==> src/inc/acc_regs.svh <==
`ifndef ACC_REGS_SVH
`define ACC_REGS_SVH

// ----------------------------------------------------------------------------
// Register map
// ----------------------------------------------------------------------------
`define ACC_ADDR_W             8
`define ACC_DATA_W             8
`define ACC_OFS_RESULT         8'h70
`define ACC_OFS_CSR            8'h71
`define ACC_OFS_IRQ_STAT       8'h72
`define ACC_OFS_IRQ_EN         8'h73
`define ACC_OFS_IRQ_CLR        8'h74

// ----------------------------------------------------------------------------
// Fields and reset values
// ----------------------------------------------------------------------------
`define ACC_CSR_FLAG_BIT       7
`define ACC_CSR_RSVD_HI_BIT    6
`define ACC_CSR_ON_BIT         5
`define ACC_CSR_FIXED_ZERO_BIT 4
`define ACC_CSR_RSVD_LO_BIT    3
`define ACC_CSR_SEL_MSB        2
`define ACC_SEL_W              3
`define ACC_CHAN_N             8
`define ACC_RST_VALUE          8'h00
`define ACC_RESULT_FULL        8'hFF
`define ACC_RESULT_ZERO        8'h00
`define ACC_IRQ_W              2
`define ACC_IRQ_READY_BIT      0
`define ACC_IRQ_OVERRUN_BIT    1

// ----------------------------------------------------------------------------
// Timing
// ----------------------------------------------------------------------------
`define ACC_CLK_MHZ            250
`define ACC_STAB_TIME_NS       30000
`define ACC_STAB_CYCLES        ((`ACC_STAB_TIME_NS * `ACC_CLK_MHZ) / 1000)
`define ACC_STAB_CNT_W         16
`define ACC_CONV_CYCLES        64
`define ACC_SAMPLE_HALF_CYC    63
`define ACC_SAMPLE_CYCLES      ((`ACC_SAMPLE_HALF_CYC + 1) / 2)
`define ACC_BIT_SLOT           ((`ACC_CONV_CYCLES - `ACC_SAMPLE_CYCLES) / `ACC_DATA_W)
`define ACC_CYC_W              6
`define ACC_BIT_IDX_W          3

`endif

==> src/inc/acc_pkg.sv <==
`default_nettype none
`include "acc_regs.svh"

package acc_pkg;

	typedef enum logic [1:0] {ACC_OFF, ACC_STAB, ACC_RUN} acc_phase_t;

	typedef struct packed {
		logic [`ACC_ADDR_W-1:0] addr;
		logic [`ACC_DATA_W-1:0] wdata;
		logic                   wr;
		logic                   rd;
	} acc_bus_t;

	typedef struct packed {
		logic                  flag;
		logic                  on;
		logic [`ACC_SEL_W-1:0] sel;
	} acc_csr_t;

	typedef struct packed {
		logic [`ACC_STAB_CNT_W-1:0] cnt;
		logic                       busy;
		logic                       done;
	} acc_stab_st_t;

	typedef struct packed {
		logic [`ACC_DATA_W-1:0] code;
	} acc_sar_st_t;

	typedef struct packed {
		acc_phase_t             phase;
		logic [`ACC_CYC_W-1:0]  cyc;
		acc_csr_t               control_status_register;
		logic [`ACC_DATA_W-1:0] result;
		logic [`ACC_DATA_W-1:0] rdata;
		logic [2:0]             cmp_sync;
		logic                   cmp;
		logic [`ACC_IRQ_W-1:0]  irq_stat;
		logic [`ACC_IRQ_W-1:0]  irq_en;
		logic                   irq;
		logic                   power;
		logic                   sample;
		logic [`ACC_CHAN_N-1:0] chan_en;
	} acc_top_st_t;

endpackage

`default_nettype wire

==> src/design/acc_top.sv <==
`timescale 1ns/1ps
`default_nettype none
`include "acc_regs.svh"

module acc_top
	import acc_pkg::*;
#(
	parameter int unsigned STAB_CYCLES = `ACC_STAB_CYCLES
)
(
	input  wire logic                   mclk_i,
	input  wire logic                   reset_n_i,
	input  wire logic [`ACC_ADDR_W-1:0] addr_i,
	input  wire logic [`ACC_DATA_W-1:0] wdata_i,
	input  wire logic                   wr_i,
	input  wire logic                   rd_i,
	output logic [`ACC_DATA_W-1:0]      rdata_o,
	input  wire logic                   halt_i,
	input  wire logic                   comparator_i,
	output logic                        irq_o,
	output logic                        converter_power_o,
	output logic                        sample_o,
	output logic [`ACC_CHAN_N-1:0]      analog_input_en_o,
	output logic [`ACC_DATA_W-1:0]      dac_code_o
);

	// ------------------------------------------------------------------------
	// Declarations
	// ------------------------------------------------------------------------
	acc_bus_t                  bus;
	acc_top_st_t               st_q;
	acc_top_st_t               st_d;
	logic                      running;
	logic                      wr_csr;
	logic                      rd_result;
	logic                      stab_load;
	logic                      stab_abort;
	logic                      stab_done;
	logic                      cmp_val;
	logic                      sar_start;
	logic                      sar_decide;
	logic [`ACC_BIT_IDX_W-1:0] sar_bit;
	logic [`ACC_DATA_W-1:0]    sar_code;
	logic [`ACC_DATA_W-1:0]    sar_next;
	logic [`ACC_CYC_W-1:0]     conv_ofs;
	logic                      conv_done;
	logic [`ACC_IRQ_W-1:0]     irq_evt;
	logic [`ACC_IRQ_W-1:0]     irq_clr;
	logic [`ACC_DATA_W-1:0]    csr_rd;
	logic                      all_hi_q;
	logic                      all_lo_q;

	assign bus       = '{addr: addr_i, wdata: wdata_i, wr: wr_i, rd: rd_i};
	assign running   = (st_q.phase == ACC_RUN);
	assign wr_csr    = bus.wr && (bus.addr == `ACC_OFS_CSR);
	assign rd_result = bus.rd && (bus.addr == `ACC_OFS_RESULT);

	// ------------------------------------------------------------------------
	// Conversion timing
	// ------------------------------------------------------------------------
	// The comparator is judged only once two synchroniser stages agree, so
	// each bit slot is sized to cover that latency plus one settling cycle.
	assign cmp_val    = (st_q.cmp_sync[1] == st_q.cmp_sync[2]) ? st_q.cmp_sync[1] : st_q.cmp;
	assign conv_ofs   = st_q.cyc - `ACC_CYC_W'(`ACC_SAMPLE_CYCLES);
	assign sar_start  = running && !wr_csr && !halt_i &&
		(st_q.cyc == `ACC_CYC_W'(`ACC_SAMPLE_CYCLES - 1));
	assign sar_decide = running && (st_q.cyc >= `ACC_CYC_W'(`ACC_SAMPLE_CYCLES)) &&
		((conv_ofs % `ACC_BIT_SLOT) == `ACC_BIT_SLOT - 1);
	assign sar_bit    = `ACC_BIT_IDX_W'(`ACC_DATA_W - 1 - int'(conv_ofs / `ACC_BIT_SLOT));
	// write or halt discards the result
	assign conv_done  = sar_decide && !wr_csr && !halt_i &&
		(st_q.cyc == `ACC_CYC_W'(`ACC_CONV_CYCLES - 1));

	acc_stab_cnt #(
		.CYCLES    (STAB_CYCLES)
	) u_stab (
		.mclk_i    (mclk_i),
		.reset_n_i (reset_n_i),
		.load_i    (stab_load),
		.abort_i   (stab_abort),
		.done_o    (stab_done)
	);

	acc_sar u_sar (
		.mclk_i      (mclk_i),
		.reset_n_i   (reset_n_i),
		.start_i     (sar_start),
		.decide_i    (sar_decide),
		.bit_i       (sar_bit),
		.cmp_i       (cmp_val),
		.code_o      (sar_code),
		.code_next_o (sar_next)
	);

	assign stab_abort = (st_d.phase == ACC_OFF);

	// ------------------------------------------------------------------------
	// Next state
	// ------------------------------------------------------------------------
	always_comb
	begin
		st_d      = st_q;
		st_d.rdata = '0;
		stab_load = 1'b0;
		irq_evt   = '0;
		irq_clr   = '0;
		csr_rd    = '0;

		st_d.cmp_sync = {st_q.cmp_sync[1:0], comparator_i};
		st_d.cmp      = cmp_val;

		if (wr_csr)
		begin
			st_d.control_status_register.on   = bus.wdata[`ACC_CSR_ON_BIT];
			st_d.control_status_register.sel  = bus.wdata[`ACC_CSR_SEL_MSB:0];
			st_d.control_status_register.flag = 1'b0;
			st_d.cyc      = '0;
		end
		if (rd_result)
			st_d.control_status_register.flag = 1'b0;

		// clearing on or halt stops it, wait mode does nothing
		if (!st_d.control_status_register.on || halt_i)
		begin
			st_d.phase = ACC_OFF;
			st_d.cyc   = '0;
		end
		else
		begin
			case (st_q.phase)
				ACC_OFF:
				begin
					st_d.phase = ACC_STAB;
					stab_load  = 1'b1;
				end
				ACC_STAB:
				begin
					if (stab_done)
					begin
						st_d.phase                      = ACC_RUN;
						st_d.cyc                        = '0;
						irq_evt[`ACC_IRQ_READY_BIT]     = 1'b1;
					end
				end
				ACC_RUN:
				begin
					if (!wr_csr)
					begin
						if (st_q.cyc == `ACC_CYC_W'(`ACC_CONV_CYCLES - 1))
							st_d.cyc = '0;
						else
							st_d.cyc = st_q.cyc + 1'b1;
					end
				end
				default:
				begin
					st_d.phase = ACC_OFF;
				end
			endcase
		end

		// MSB lands in bit 7
		// A set here wins over a clear from a result read in the same cycle.
		if (conv_done)
		begin
			st_d.result   = sar_next;
			st_d.control_status_register.flag = 1'b1;
			if (st_q.control_status_register.flag && !rd_result)
				irq_evt[`ACC_IRQ_OVERRUN_BIT] = 1'b1;
		end

		// completion itself never reaches the interrupt line
		if (bus.wr && bus.addr == `ACC_OFS_IRQ_EN)
			st_d.irq_en = bus.wdata[`ACC_IRQ_W-1:0];
		if (bus.wr && bus.addr == `ACC_OFS_IRQ_CLR)
			irq_clr = bus.wdata[`ACC_IRQ_W-1:0];
		st_d.irq_stat = (st_q.irq_stat & ~irq_clr) | irq_evt;
		st_d.irq      = |(st_d.irq_stat & st_d.irq_en);

		st_d.power  = (st_d.phase != ACC_OFF);
		st_d.sample = (st_d.phase == ACC_RUN) &&
			(st_d.cyc < `ACC_CYC_W'(`ACC_SAMPLE_CYCLES));
		// only the analog switch moves, digital input stays live
		st_d.chan_en = st_d.power ? (`ACC_CHAN_N'(1) << st_d.control_status_register.sel) : '0;

		// bit 4 and reserved bits read zero
		csr_rd[`ACC_CSR_FLAG_BIT]       = st_q.control_status_register.flag;
		csr_rd[`ACC_CSR_ON_BIT]         = st_q.control_status_register.on;
		csr_rd[`ACC_CSR_SEL_MSB:0]      = st_q.control_status_register.sel;

		// a result read returns the value stored this cycle, other reads return the registered value
		if (bus.rd)
		begin
			case (bus.addr)
				`ACC_OFS_RESULT:   st_d.rdata = st_d.result;
				`ACC_OFS_CSR:      st_d.rdata = csr_rd;
				`ACC_OFS_IRQ_STAT: st_d.rdata = `ACC_DATA_W'(st_q.irq_stat);
				`ACC_OFS_IRQ_EN:   st_d.rdata = `ACC_DATA_W'(st_q.irq_en);
				default:           st_d.rdata = '0;
			endcase
		end
	end

	// ------------------------------------------------------------------------
	// State register
	// ------------------------------------------------------------------------
	// everything clears on reset
	always_ff @(posedge mclk_i)
	begin
		if (!reset_n_i)
			st_q <= '0;
		else
			st_q <= st_d;
	end

	assign rdata_o           = st_q.rdata;
	assign irq_o             = st_q.irq;
	assign converter_power_o = st_q.power;
	assign sample_o          = st_q.sample;
	assign analog_input_en_o = st_q.chan_en;
	assign dac_code_o        = sar_code;

	// ------------------------------------------------------------------------
	// Checks
	// ------------------------------------------------------------------------
	always_ff @(posedge mclk_i)
	begin
		if (!reset_n_i)
		begin
			all_hi_q <= 1'b0;
			all_lo_q <= 1'b0;
		end
		else if (sar_start)
		begin
			all_hi_q <= 1'b1;
			all_lo_q <= 1'b1;
		end
		else if (sar_decide)
		begin
			all_hi_q <= all_hi_q && cmp_val;
			all_lo_q <= all_lo_q && !cmp_val;
		end
	end

	AST_FULL_SCALE: assert property (@(posedge mclk_i) disable iff (!reset_n_i)
		conv_done && all_hi_q && cmp_val |=> st_q.result == `ACC_RESULT_FULL)
		else $error("full scale input did not give all ones");
	AST_ZERO_SCALE: assert property (@(posedge mclk_i) disable iff (!reset_n_i)
		conv_done && all_lo_q && !cmp_val |=> st_q.result == `ACC_RESULT_ZERO)
		else $error("zero input did not give zero");
	AST_CONV_TIMING: assert property (@(posedge mclk_i) disable iff (!reset_n_i)
		conv_done |-> $past(sar_start, 32) && $past(sample_o, 33) && !sample_o)
		else $error("conversion length or sample window wrong");
	AST_STAB_FIRST: assert property (@(posedge mclk_i) disable iff (!reset_n_i)
		$rose(st_q.phase == ACC_RUN) |-> $past(stab_done))
		else $error("conversion started before settling");
	AST_DONE_UPDATE: assert property (@(posedge mclk_i) disable iff (!reset_n_i)
		conv_done |=> st_q.control_status_register.flag && st_q.result == $past(sar_next))
		else $error("flag and result not updated together");
	AST_NO_DONE_IRQ: assert property (@(posedge mclk_i) disable iff (!reset_n_i)
		conv_done && !st_q.control_status_register.flag && !irq_o && !bus.wr |=> !irq_o)
		else $error("completion raised an interrupt");
	AST_WRITE_RESTART: assert property (@(posedge mclk_i) disable iff (!reset_n_i)
		wr_csr && running && bus.wdata[`ACC_CSR_ON_BIT] && !halt_i
		|=> running && st_q.cyc == '0 && !st_q.control_status_register.flag)
		else $error("control write did not restart");
	AST_READ_CLEAR: assert property (@(posedge mclk_i) disable iff (!reset_n_i)
		rd_result && !conv_done |=> !st_q.control_status_register.flag)
		else $error("result read left flag set");
	AST_OFF_STOP: assert property (@(posedge mclk_i) disable iff (!reset_n_i)
		wr_csr && !bus.wdata[`ACC_CSR_ON_BIT] |=> !converter_power_o && !sample_o)
		else $error("converter still powered after switch off");
	AST_HALT_WAKE: assert property (@(posedge mclk_i) disable iff (!reset_n_i)
		halt_i ##1 !halt_i && st_q.control_status_register.on && !wr_csr |=> st_q.phase == ACC_STAB)
		else $error("halt wakeup skipped settling");
	AST_CHAN_SEL: assert property (@(posedge mclk_i) disable iff (!reset_n_i)
		converter_power_o |-> analog_input_en_o == (`ACC_CHAN_N'(1) << st_q.control_status_register.sel))
		else $error("wrong analog input selected");
	AST_RSVD_ZERO: assert property (@(posedge mclk_i) disable iff (!reset_n_i)
		bus.rd && bus.addr == `ACC_OFS_CSR |=> !rdata_o[`ACC_CSR_FIXED_ZERO_BIT]
		&& !rdata_o[`ACC_CSR_RSVD_HI_BIT] && !rdata_o[`ACC_CSR_RSVD_LO_BIT])
		else $error("reserved control bit read as one");

endmodule // acc_top

`default_nettype wire

==> src/design/acc_stab_cnt.sv <==
`timescale 1ns/1ps
`default_nettype none
`include "acc_regs.svh"

module acc_stab_cnt
	import acc_pkg::*;
#(
	parameter int unsigned CYCLES = `ACC_STAB_CYCLES
)
(
	input  wire logic mclk_i,
	input  wire logic reset_n_i,
	input  wire logic load_i,
	input  wire logic abort_i,
	output logic      done_o
);

	acc_stab_st_t st_q;
	acc_stab_st_t st_d;

	always_comb
	begin
		st_d      = st_q;
		st_d.done = 1'b0;
		if (abort_i)
			st_d.busy = 1'b0;
		else if (load_i)
		begin
			st_d.cnt  = `ACC_STAB_CNT_W'(CYCLES);
			st_d.busy = 1'b1;
		end
		else if (st_q.busy)
		begin
			st_d.cnt = st_q.cnt - 1'b1;
			if (st_q.cnt == `ACC_STAB_CNT_W'(1))
			begin
				st_d.busy = 1'b0;
				st_d.done = 1'b1;
			end
		end
	end

	always_ff @(posedge mclk_i)
	begin
		if (!reset_n_i)
			st_q <= '0;
		else
			st_q <= st_d;
	end

	assign done_o = st_q.done;

endmodule // acc_stab_cnt

`default_nettype wire

==> src/design/acc_sar.sv <==
`timescale 1ns/1ps
`default_nettype none
`include "acc_regs.svh"

module acc_sar
	import acc_pkg::*;
(
	input  wire logic                      mclk_i,
	input  wire logic                      reset_n_i,
	input  wire logic                      start_i,
	input  wire logic                      decide_i,
	input  wire logic [`ACC_BIT_IDX_W-1:0] bit_i,
	input  wire logic                      cmp_i,
	output logic [`ACC_DATA_W-1:0]         code_o,
	output logic [`ACC_DATA_W-1:0]         code_next_o
);

	acc_sar_st_t            st_q;
	acc_sar_st_t            st_d;
	logic [`ACC_DATA_W-1:0] nxt;

	genvar g;
	generate
		for (g = 0; g < `ACC_DATA_W; g++)
		begin : g_bit
			assign nxt[g] = start_i ? (g == `ACC_DATA_W - 1) :
				(decide_i && bit_i == g) ? cmp_i :
				(decide_i && bit_i == g + 1) ? 1'b1 : st_q.code[g];
		end
	endgenerate

	always_comb
	begin
		st_d      = st_q;
		st_d.code = nxt;
	end

	always_ff @(posedge mclk_i)
	begin
		if (!reset_n_i)
			st_q <= '0;
		else
			st_q <= st_d;
	end

	assign code_o      = st_q.code;
	assign code_next_o = nxt;

endmodule // acc_sar

`default_nettype wire

==> config.mk <==
export PLATFORM = sky130hd
export DESIGN_NAME = acc_top
export DESIGN_NICKNAME = d
export VERILOG_FILES = /design/src/inc/acc_pkg.sv /design/src/design/acc_top.sv /design/src/design/acc_stab_cnt.sv /design/src/design/acc_sar.sv
export VERILOG_INCLUDE_DIRS = /design/src /design/src/inc
export SDC_FILE = /design/constraint.sdc
export NUM_CORES = 1
export LEC_CHECK = 0
export BUFFER_PORTS_ARGS = -buffer_cell sky130_fd_sc_hd__buf_2
export CORE_ASPECT_RATIO = 1.1
export CORE_MARGIN = 2
export CORE_UTILIZATION = 35
export DETAILED_ROUTE_END_ITERATION = 16
export SLEW_MARGIN = 5
export SYNTH_ARGS = -nofsm -noshare
export SYNTH_HDL_FRONTEND = slang
export SYNTH_SLANG_ARGS = --single-unit
==> constraint.sdc <==
create_clock -name mclk_i -period 3.4 [get_ports mclk_i]
set_input_delay 0.34 -clock mclk_i [delete_from_list [all_inputs] [get_ports mclk_i]]
set_output_delay 0.34 -clock mclk_i [all_outputs]
set_load 0.1 [all_outputs]
[Yosys cells after proc, flatten, opt, wreduce, memory -nomap -nowiden]
Index checks and enable logic that the tools add are counted.
Operators by class
  shift operators: 1
  equality and inequality tests: 20
  add/sub/neg operators: 4
  magnitude comparators: 2
  bitwise logic cells: 7
  muxes and demuxes: 47
  reduce and logical (&&, ||, !) cells: 39
Operators with widths (number)
  equality test 8 x 7 -> 1 bit, second input constant: 5
  2-to-1 mux 1 bit: 33
  one-hot mux 8 bit (4 select lines): 1
  2-to-1 mux 8 bit: 3
  logical AND 1 bit: 22
  2-to-1 mux 18 bit: 1
  2-to-1 mux 17 bit: 1
  equality test 16 x 1 -> 1 bit, second input constant: 1
  subtractor 16 x 1 -> 16 bit, second input constant: 1
  equality test 3 bit, second input constant: 4
  2-to-1 mux 6 bit: 2
  one-hot mux 6 bit (2 select lines): 1
  2-to-1 mux 11 bit: 1
  << shifter 1 x 3 -> 8 bit, first input constant: 1
  adder 6 x 1 -> 6 bit, second input constant: 1
  equality test 2 bit, second input constant: 3
  equality test 3 x 2 -> 1 bit, second input constant: 2
  equality test 6 x 5 -> 1 bit, second input constant: 1
  equality test 6 bit, second input constant: 1
  greater-or-equal comparator 6 bit, second input constant: 1
  < comparator 6 bit, second input constant: 1
  2-to-1 mux 2 bit: 3
  one-hot mux 2 bit (3 select lines): 1
  AND reduction 2 bit: 3
  other kinds (17): 26
Storage, ports and cells
  bits in registers: 74
  output and inout bits: 27

[Longest topological paths before layout]
Gate-level depths: netlist of the first run.
  word-level depth: 10
  mapped depth: 9

[Cells and area by module]
From an unflattened synthesis of the first run, not the netlist that was laid out.
Unflattened totals
  cell total of the unflattened synthesis: 406
  area total of the unflattened synthesis: 3683.5 µm²
By module, submodules not included
  acc_top: cells an instance 234, times used 1, seq. area each 960.9 µm², area each 2188.3 µm²
  acc_stab_cnt: cells an instance 117, times used 1, seq. area each 360.3 µm², area each 980.9 µm²
  acc_sar: cells an instance 55, times used 1, seq. area each 160.2 µm², area each 514.2 µm²

[Worst setup path after synthesis of the first run]
No wires, ideal clock.
  path kind: register to register
  start: register st_q[40] (netlist bit)
  end: register st_q (netlist bit rdata_o[5])
  stages on the path, launching flop included: 9
  data required time: 3.274 ns
  arrival: 1.866 ns
  slack: 1.408 ns
  period minus slack after synthesis: 1.992 ns
  path through: dfxtp_1 -> ha_1 -> buf_2 -> inv_1 -> or4_1 -> buf_2 -> nor2_4 -> mux2i_1 -> a211oi_1
On the way
  cells in the longest elaborated chain, start to end: 9
  elaborated cells on any way between the ends: 21
RTL lines
  start: declaration: RTL line acc_top.sv:31  | acc_top_st_t st_q;
  start signal: assignment: RTL line acc_top.sv:213  | st_q <= st_d;
  subtractor 5 x 1 -> 5 bit / greater-or-equal comparator 6 bit (equally long branches): RTL line acc_top.sv:64, acc_top.sv:67
  subtractor 3 bit (no line) (tied with other cells)
  equality test 3 bit / logical AND 1 bit (equally long branches): RTL line acc_sar.sv:28, acc_top.sv:67
  logical AND 1 bit: RTL line acc_sar.sv:28  | (decide_i && bit_i == g + 1) ? 1'b1 : st_q.code[g];
  2-to-1 mux 1 bit: RTL line acc_sar.sv:28
  2-to-1 mux 1 bit: RTL line acc_sar.sv:27  | (decide_i && bit_i == g) ? cmp_i :
  2-to-1 mux 1 bit: RTL line acc_sar.sv:26  | assign nxt[g] = start_i ? (g == `ACC_DATA_W - 1) :
  2-to-1 mux 8 bit *: RTL line acc_top.sv:164  | if (conv_done)
  one-hot mux 8 bit (4 select lines) *: RTL line acc_top.sv:194  | case (bus.addr)
Mark *: on every way between the ends. The rest lies on a longest branch, timed or not.
A chain may end at the register's enable or synchronous reset.

[Final worst setup path of the first run]
  start: register st_q[46] (netlist bit)
  end: register u_stab.st_q[8] (netlist bit)
On the way
  cells in the longest elaborated chain, start to end: 6
  elaborated cells on any way between the ends: 13
RTL lines
  equality test 2 bit (tied with other cells): RTL line acc_top.sv:130  | case (st_q.phase)
  one-hot mux 2 bit (3 select lines): RTL line acc_top.sv:130
  2-to-1 mux 8 bit: RTL line acc_top.sv:123  | if (!st_d.control_status_register.on || halt_i)
  logical NOT 2 bit: RTL line acc_top.sv:95  | assign stab_abort = (st_d.phase == ACC_OFF);
  inverter 1 bit (no line)
  AND reduction 2 bit (no line)
  end signal: assignment: RTL line acc_stab_cnt.sv:48  | st_q <= st_d;
  end: declaration: RTL line acc_stab_cnt.sv:18  | acc_stab_st_t st_q;
Parallel ways exist; a longest one is shown, timed or not.

==> run metrics, run 1 <==
status=completed; main flop type after synthesis=dfxtp_1; Power Density=455 mW/mm2; Worst EP required=3.62 ns; maximum fanout along the worst path=17; initial antenna violation count=0; ANT nets after route=0; sequential area share after synthesis=40.2%; initial core utilization=35.8%; clock skew=0.00865 ns; Highest Clock Rate=391 MHz; Num CTS Buffers=9; most frequent cells in the layout=74 x dfxtp_1, 51 x nor2_1, 44 x buf_2, 29 x nand2_1, 24 x a21oi_1; Port Buf Inserts=44; total power=1.93 mW; final layout net count=484; sum of buffers and inverters on the critical path=1; drt drc=0; Rows=39; top cell type's share of synthesized area=40.2%; Critical Path Start Type=flip-flop; Worst Setup End Kind=flip-flop; HPWL after DPL=6.64 mm; Routability Congestion=0.832; CTS max path bufs=2; Mapped Cells=429; drt wl/cell=15.0 um; # hold bufs at CTS=0; crit path max-delay cell type=ha_1; Hold WC Path Type=in2reg; final setup violation count=0; Final Hold Vio Count=0; TritonCTS clock tree=done; Setup Fix Bufs, Post-CTS=0; # clock sinks=74; worst-skew pair later-pin latency=0.33 ns; number of flops mapped to enable cells by yosys=0; top cells by area, synth=dfxtp_1 40%, nor2_1 5.2%, mux2i_1 4.1%, buf_4 3.5%, a21oi_1 3.3%; vias per cell=5.32; synth unique cells=62; Largest stage delay, worst path=0.55 ns; commonest non-fill, non-tap cell in the layout=dfxtp_1; Relative slew margins=51.3%; Area Growth Syn to Fin=15.2%; Setup CP Type=reg2reg; H-Tree Depth=3; # diodes=0; setup total negative slack=0 ns; WP data arrival=2.78 ns; CP delay by family, top=compound AO/OA/AOI/OAI gates; ys async rst share=0%; peak supply drop=195 uV; Min Clock Period, post-route=2.56 ns; leading area contributor after synthesis=dfxtp_1; Initial DRC Count=141; worst-path cell chain=inv_1, ha_1, nor2_1, a211o_1, nand2_1, nand3_1, o311a_1; #FFs+latches synth=74; Post-Syn Area=0.00368 mm2; Die Ht=112 um; Final Routed Wirelength=9.05 mm; Vias=3203; GRT overflow=0; leakage power total=1.68 nW; GRT Resource Usage Total=16.6%; worst slew pin tran=0.724 ns; max-cap check violation count=0; first-pass GRT wire length=15.0 mm; Avg Cell Area, Syn=8.58 um2; largest net degree at the start of global routing=35; final worst-path cycle share=75.3%; floorplan core area=0.0103 mm2; count of pins over their slew limit=0; Worst-path clk slew=0.06 ns; Die W=102 um; Syn Nets=459; die area=0.0114 mm2; Ys Warns=0; drt pass-1 iters=4; vias in the first global route=3141; layout cells sized above 1=17.2%; RSZ-0062 raised after global routing=no; I/O pin count=49; post-CTS sizing=0; Clock Tree Root=clkbuf_16
worst paths after layout:
path,from,to,slack [ns],cells past startpoint
worst max-delay path,st_q[46],u_stab.st_q[8],0.84,7
worst min-delay path,comparator_i,st_d[17],0.21,2
worst max register to register,st_q[46],u_stab.st_q[8],0.84,7
worst min register to register,st_d[17],st_d[18],0.46,1
power by group:
group	total (mW)	switching (mW)	internal [mW]
registers	0.870	0.000819	0.869
logic	0.0530	0.0360	0.0170
clock network	1.01	0.371	0.635
total	1.93	0.408	1.52
cell families after synthesis:
group	Yosys count	share of synthesized area (%)
AOI/OAI and AO/OA	91	17.3
adders and majority gates	9	2.99
buffers and inverters	55	7.51
DFF	74	40.2
muxes	17	4.79
and+or+nand+nor	183	27.2
worst register-to-register path, delay by kind of cell, from the launching register on:
family | cells | cell delay [ns]
adder cells (fa/ha/maj) | 1 | 0.55
AND/OR/NAND/NOR | 3 | 0.66
buffers and inverters | 1 | 0.10
flip-flops | 1 | 0.35
AO/OA/AOI/OAI | 2 | 0.78
per-layer routing:
metal  track usage, %  share of wire, %  wire (um)  vias up
met3             3.64               4.7        423       12
li1                 -                 -          -     1610
met1             20.3                45       4050     1499
met4             6.67               1.8        162        0
met2             28.0                49       4420       82
met5                0                 0          0        -
registers in the layout (all words and copies together), names as in the netlist:
register and count:
sample_o 1, u_stab.done_o 1, st_d 2, st_q 22
u_sar.code_o 8, irq_o 1, converter_power_o 1, csr_rd 5
u_stab.st_q 17, analog_input_en_o 8, rdata_o 8
metrics by stage:
step	setup WS [ns]	instance area, um2	std cells	hold WS (ns)	utilization (%)
2_1_floorplan	1.41	3680	429	0.412	-
3_3_place_gp	0.898	3920	586	0.440	38.0
3_5_place_dp	0.830	3920	586	0.455	38.0
4_1_cts	0.835	4240	602	0.203	41.2
5_1_grt	0.650	4240	602	0.207	41.2
6_report	0.840	4240	602	0.209	41.2
cell type report:
| type | instances | area, um2 |
|---|---|---|
| clock inverters | 4 | 56.3 |
| clock buffers | 12 | 267 |
| repair buffers | 49 | 258 |
| flip-flops and latches | 74 | 1480 |
| well taps | 143 | 179 |
| inverters | 20 | 75.1 |
| multi-input cells | 300 | 1920 |
| fillers | 1013 | 6060 |
cells in the mapped netlist, types with 2 or more instances:
cell / count
dfxtp_1: 74
nor2_1: 51
nand2_1: 29
a21oi_1: 24
inv_1: 20
nor3_1: 19
buf_4: 17
mux2i_1: 15
clkbuf_1: 13
nand3_1: 13
o21ai_0: 12
and3_1: 9
a31oi_1: 8
ha_1: 8
a211oi_1: 7
nand4_1: 7
nor2b_1: 7
and2_1: 6
nand2b_1: 6
nor4_1: 6
o311ai_0: 6
o31ai_1: 6
buf_2: 5
or4_1: 5
nand3b_1: 4
nor4b_1: 4
a32o_1: 3
o41ai_1: 3
a22oi_1: 2
nand4b_1: 2
nor3b_1: 2
o21a_1: 2
o221a_2: 2
o311a_1: 2
o32ai_1: 2
or2_2: 2
Power figures use the tool's default switching activity.
==> inputs of run 2 (changes only) <==
==> constraint.sdc (replaced) <==
create_clock -name mclk_i -period 2.5 [get_ports mclk_i]
set_input_delay 0.25 -clock mclk_i [delete_from_list [all_inputs] [get_ports mclk_i]]
set_output_delay 0.25 -clock mclk_i [all_outputs]
set_load 0.1 [all_outputs]
==> run metrics, run 2 (synthesis results as in run 1) <==
most frequent cells in the layout=74 x dfxtp_1, 51 x nor2_1, 44 x buf_2, 29 x nand2_1, 24 x a21oi_1 (unchanged); Relative slew margins=54.5% (was 51.3%); GRT overflow=0 (unchanged); biggest regs=st_q (22), u_stab.st_q (17) (unchanged); Min Clock Period, post-route=2.26 ns (was 2.56 ns); Vias=3297 (was 3203); HPWL after DPL=6.83 mm (was 6.64 mm); H-Tree Depth=3 (unchanged); worst slew pin tran=0.676 ns (was 0.724 ns); Power Density=577 mW/mm2 (was 455 mW/mm2); max-cap check violation count=0 (unchanged); WP data arrival=2.49 ns (was 2.78 ns); sum of buffers and inverters on the critical path=1 (unchanged); Setup CP Type=reg2reg (unchanged); # diodes=0 (unchanged); Final Hold Vio Count=0 (unchanged); largest net degree at the start of global routing=22 (was 35); final hold slack=0.132 ns (was 0.209 ns); floorplan core area=0.0103 mm2 (unchanged); Worst EP required=2.73 ns (was 3.62 ns); GRT Resource Usage Total=17.1% (was 16.6%); drt wl/cell=15.1 um (was 15.0 um); Largest stage delay, worst path=0.43 ns (was 0.55 ns); worst-skew pair later-pin latency=0.34 ns (was 0.33 ns); clock skew=0.00663 ns (was 0.00865 ns); I/O pin count=49 (unchanged); # hold bufs at CTS=0 (unchanged); ANT nets after route=0 (unchanged); setup total negative slack=0 ns (unchanged); Worst-path clk slew=0.06 ns (about the same); Die W=102 um (unchanged); leakage power total=1.70 nW (was 1.68 nW); Area Growth Syn to Fin=16.2% (was 15.2%); Critical Path Start Type=flip-flop (unchanged); final setup violation count=0 (unchanged); final layout net count=495 (was 484); final worst-path cycle share=90.4% (was 75.3%); Clock Tree Root=clkbuf_16 (unchanged); CTS max path bufs=2 (unchanged); worst-path cell chain=inv_1, ha_1, nor2_1, a211o_1, nand2_1, nand3_1, o311a_1 (unchanged); # clock sinks=74 (unchanged); first-pass GRT wire length=15.5 mm (was 15.0 mm); crit path max-delay cell type=o311a_1 (was ha_1); maximum fanout along the worst path=10 (was 17); Die Ht=112 um (unchanged); TritonCTS clock tree=done (unchanged); layout cells sized above 1=19.1% (was 17.2%); CP delay by family, top=compound AO/OA/AOI/OAI gates (unchanged); Worst Setup End Kind=flip-flop (unchanged); count of pins over their slew limit=0 (unchanged); Rows=39 (unchanged); peak supply drop=334 uV (was 195 uV); drt pass-1 iters=5 (was 4); initial core utilization=35.8% (unchanged); max reg flops=22 (unchanged); vias per cell=5.38 (was 5.32); die area=0.0114 mm2 (unchanged); commonest non-fill, non-tap cell in the layout=dfxtp_1 (unchanged); Hold WC Path Type=in2reg (unchanged); RSZ-0062 raised after global routing=no (unchanged); Final Routed Wirelength=9.25 mm (was 9.05 mm); initial antenna violation count=0 (unchanged); Highest Clock Rate=443 MHz (was 391 MHz); Num CTS Buffers=9 (unchanged); drt drc=0 (unchanged); Initial DRC Count=159 (was 141); Setup Fix Bufs, Post-CTS=0 (unchanged); Port Buf Inserts=44 (unchanged); vias in the first global route=3130 (was 3141); Largest Register=st_q (unchanged); status=completed (unchanged); Routability Congestion=0.814 (was 0.832); post-CTS sizing=0 (unchanged)
[run 2: changes by cell type in the layout (fill, tap and decap cells not counted)]
cell        change
clkinv_2        +2
bufinv_16       -1
buf_4          +11
clkinvlp_4      +3
inv_6           -1
clkinv_4        -1
clkbuf_8        -2
[run 2: power breakdown]
group | switching, mW | leakage [nW] | internal [mW] | total, mW
clock | 0.513 | 0.131 | 0.698 | 1.21
combinational | 0.0512 | 0.972 | 0.0253 | 0.0765
sequential | 0.00105 | 0.596 | 1.18 | 1.18
total | 0.566 | 1.70 | 1.90 | 2.47
[run 2: worst paths after layout]
check | end | cells after the start | from | slack (ns)
setup / recovery | u_stab.st_q[8] | 7 | st_q[46] | 0.24
hold / removal | st_d[17] | 2 | comparator_i | 0.13
setup reg to reg | u_stab.st_q[8] | 7 | st_q[46] | 0.24
hold reg to reg | st_d[18] | 1 | st_d[17] | 0.44
[run 2: area by class of cell]
type,count,area (um2)
multi-input combinational,300,1920
timing repair buffer,60,340
fill,1029,6020
sequential,74,1480
clock inverter,6,41.3
inverter,20,75.1
clock buffer,10,239
tap,143,179
[run 2: layer usage]
layer	share of wire (%)	global-route usage, %	vias up
li1	-	-	1623
met1	45	21.6	1581
met2	49	27.9	81
met3	4.2	3.70	12
met4	1.7	7.21	0
met5	0	0	-
[run 2: stage by stage]
stage               instance area, um2  worst slack (ns)  power (mW)  instances  utilization [%]
floorplan                         3680             0.508        1.24        429                -
global route                      4280            0.0490        2.55        613             41.6
global placement                  4000             0.325        1.28        597             38.9
detailed placement                4000             0.269        1.28        597             38.9
CTS                               4280             0.239        2.49        613             41.6
finish                            4280             0.241        2.47        613             41.6
[run 2: worst register-to-register path, cell delays in order, from the launching register on]
cell and delay, ns:
dfxtp_1 0.36, inv_1 0.10, ha_1 0.36, nor2_1 0.11
a211o_1 0.34, nand2_1 0.17, nand3_1 0.29, o311a_1 0.43
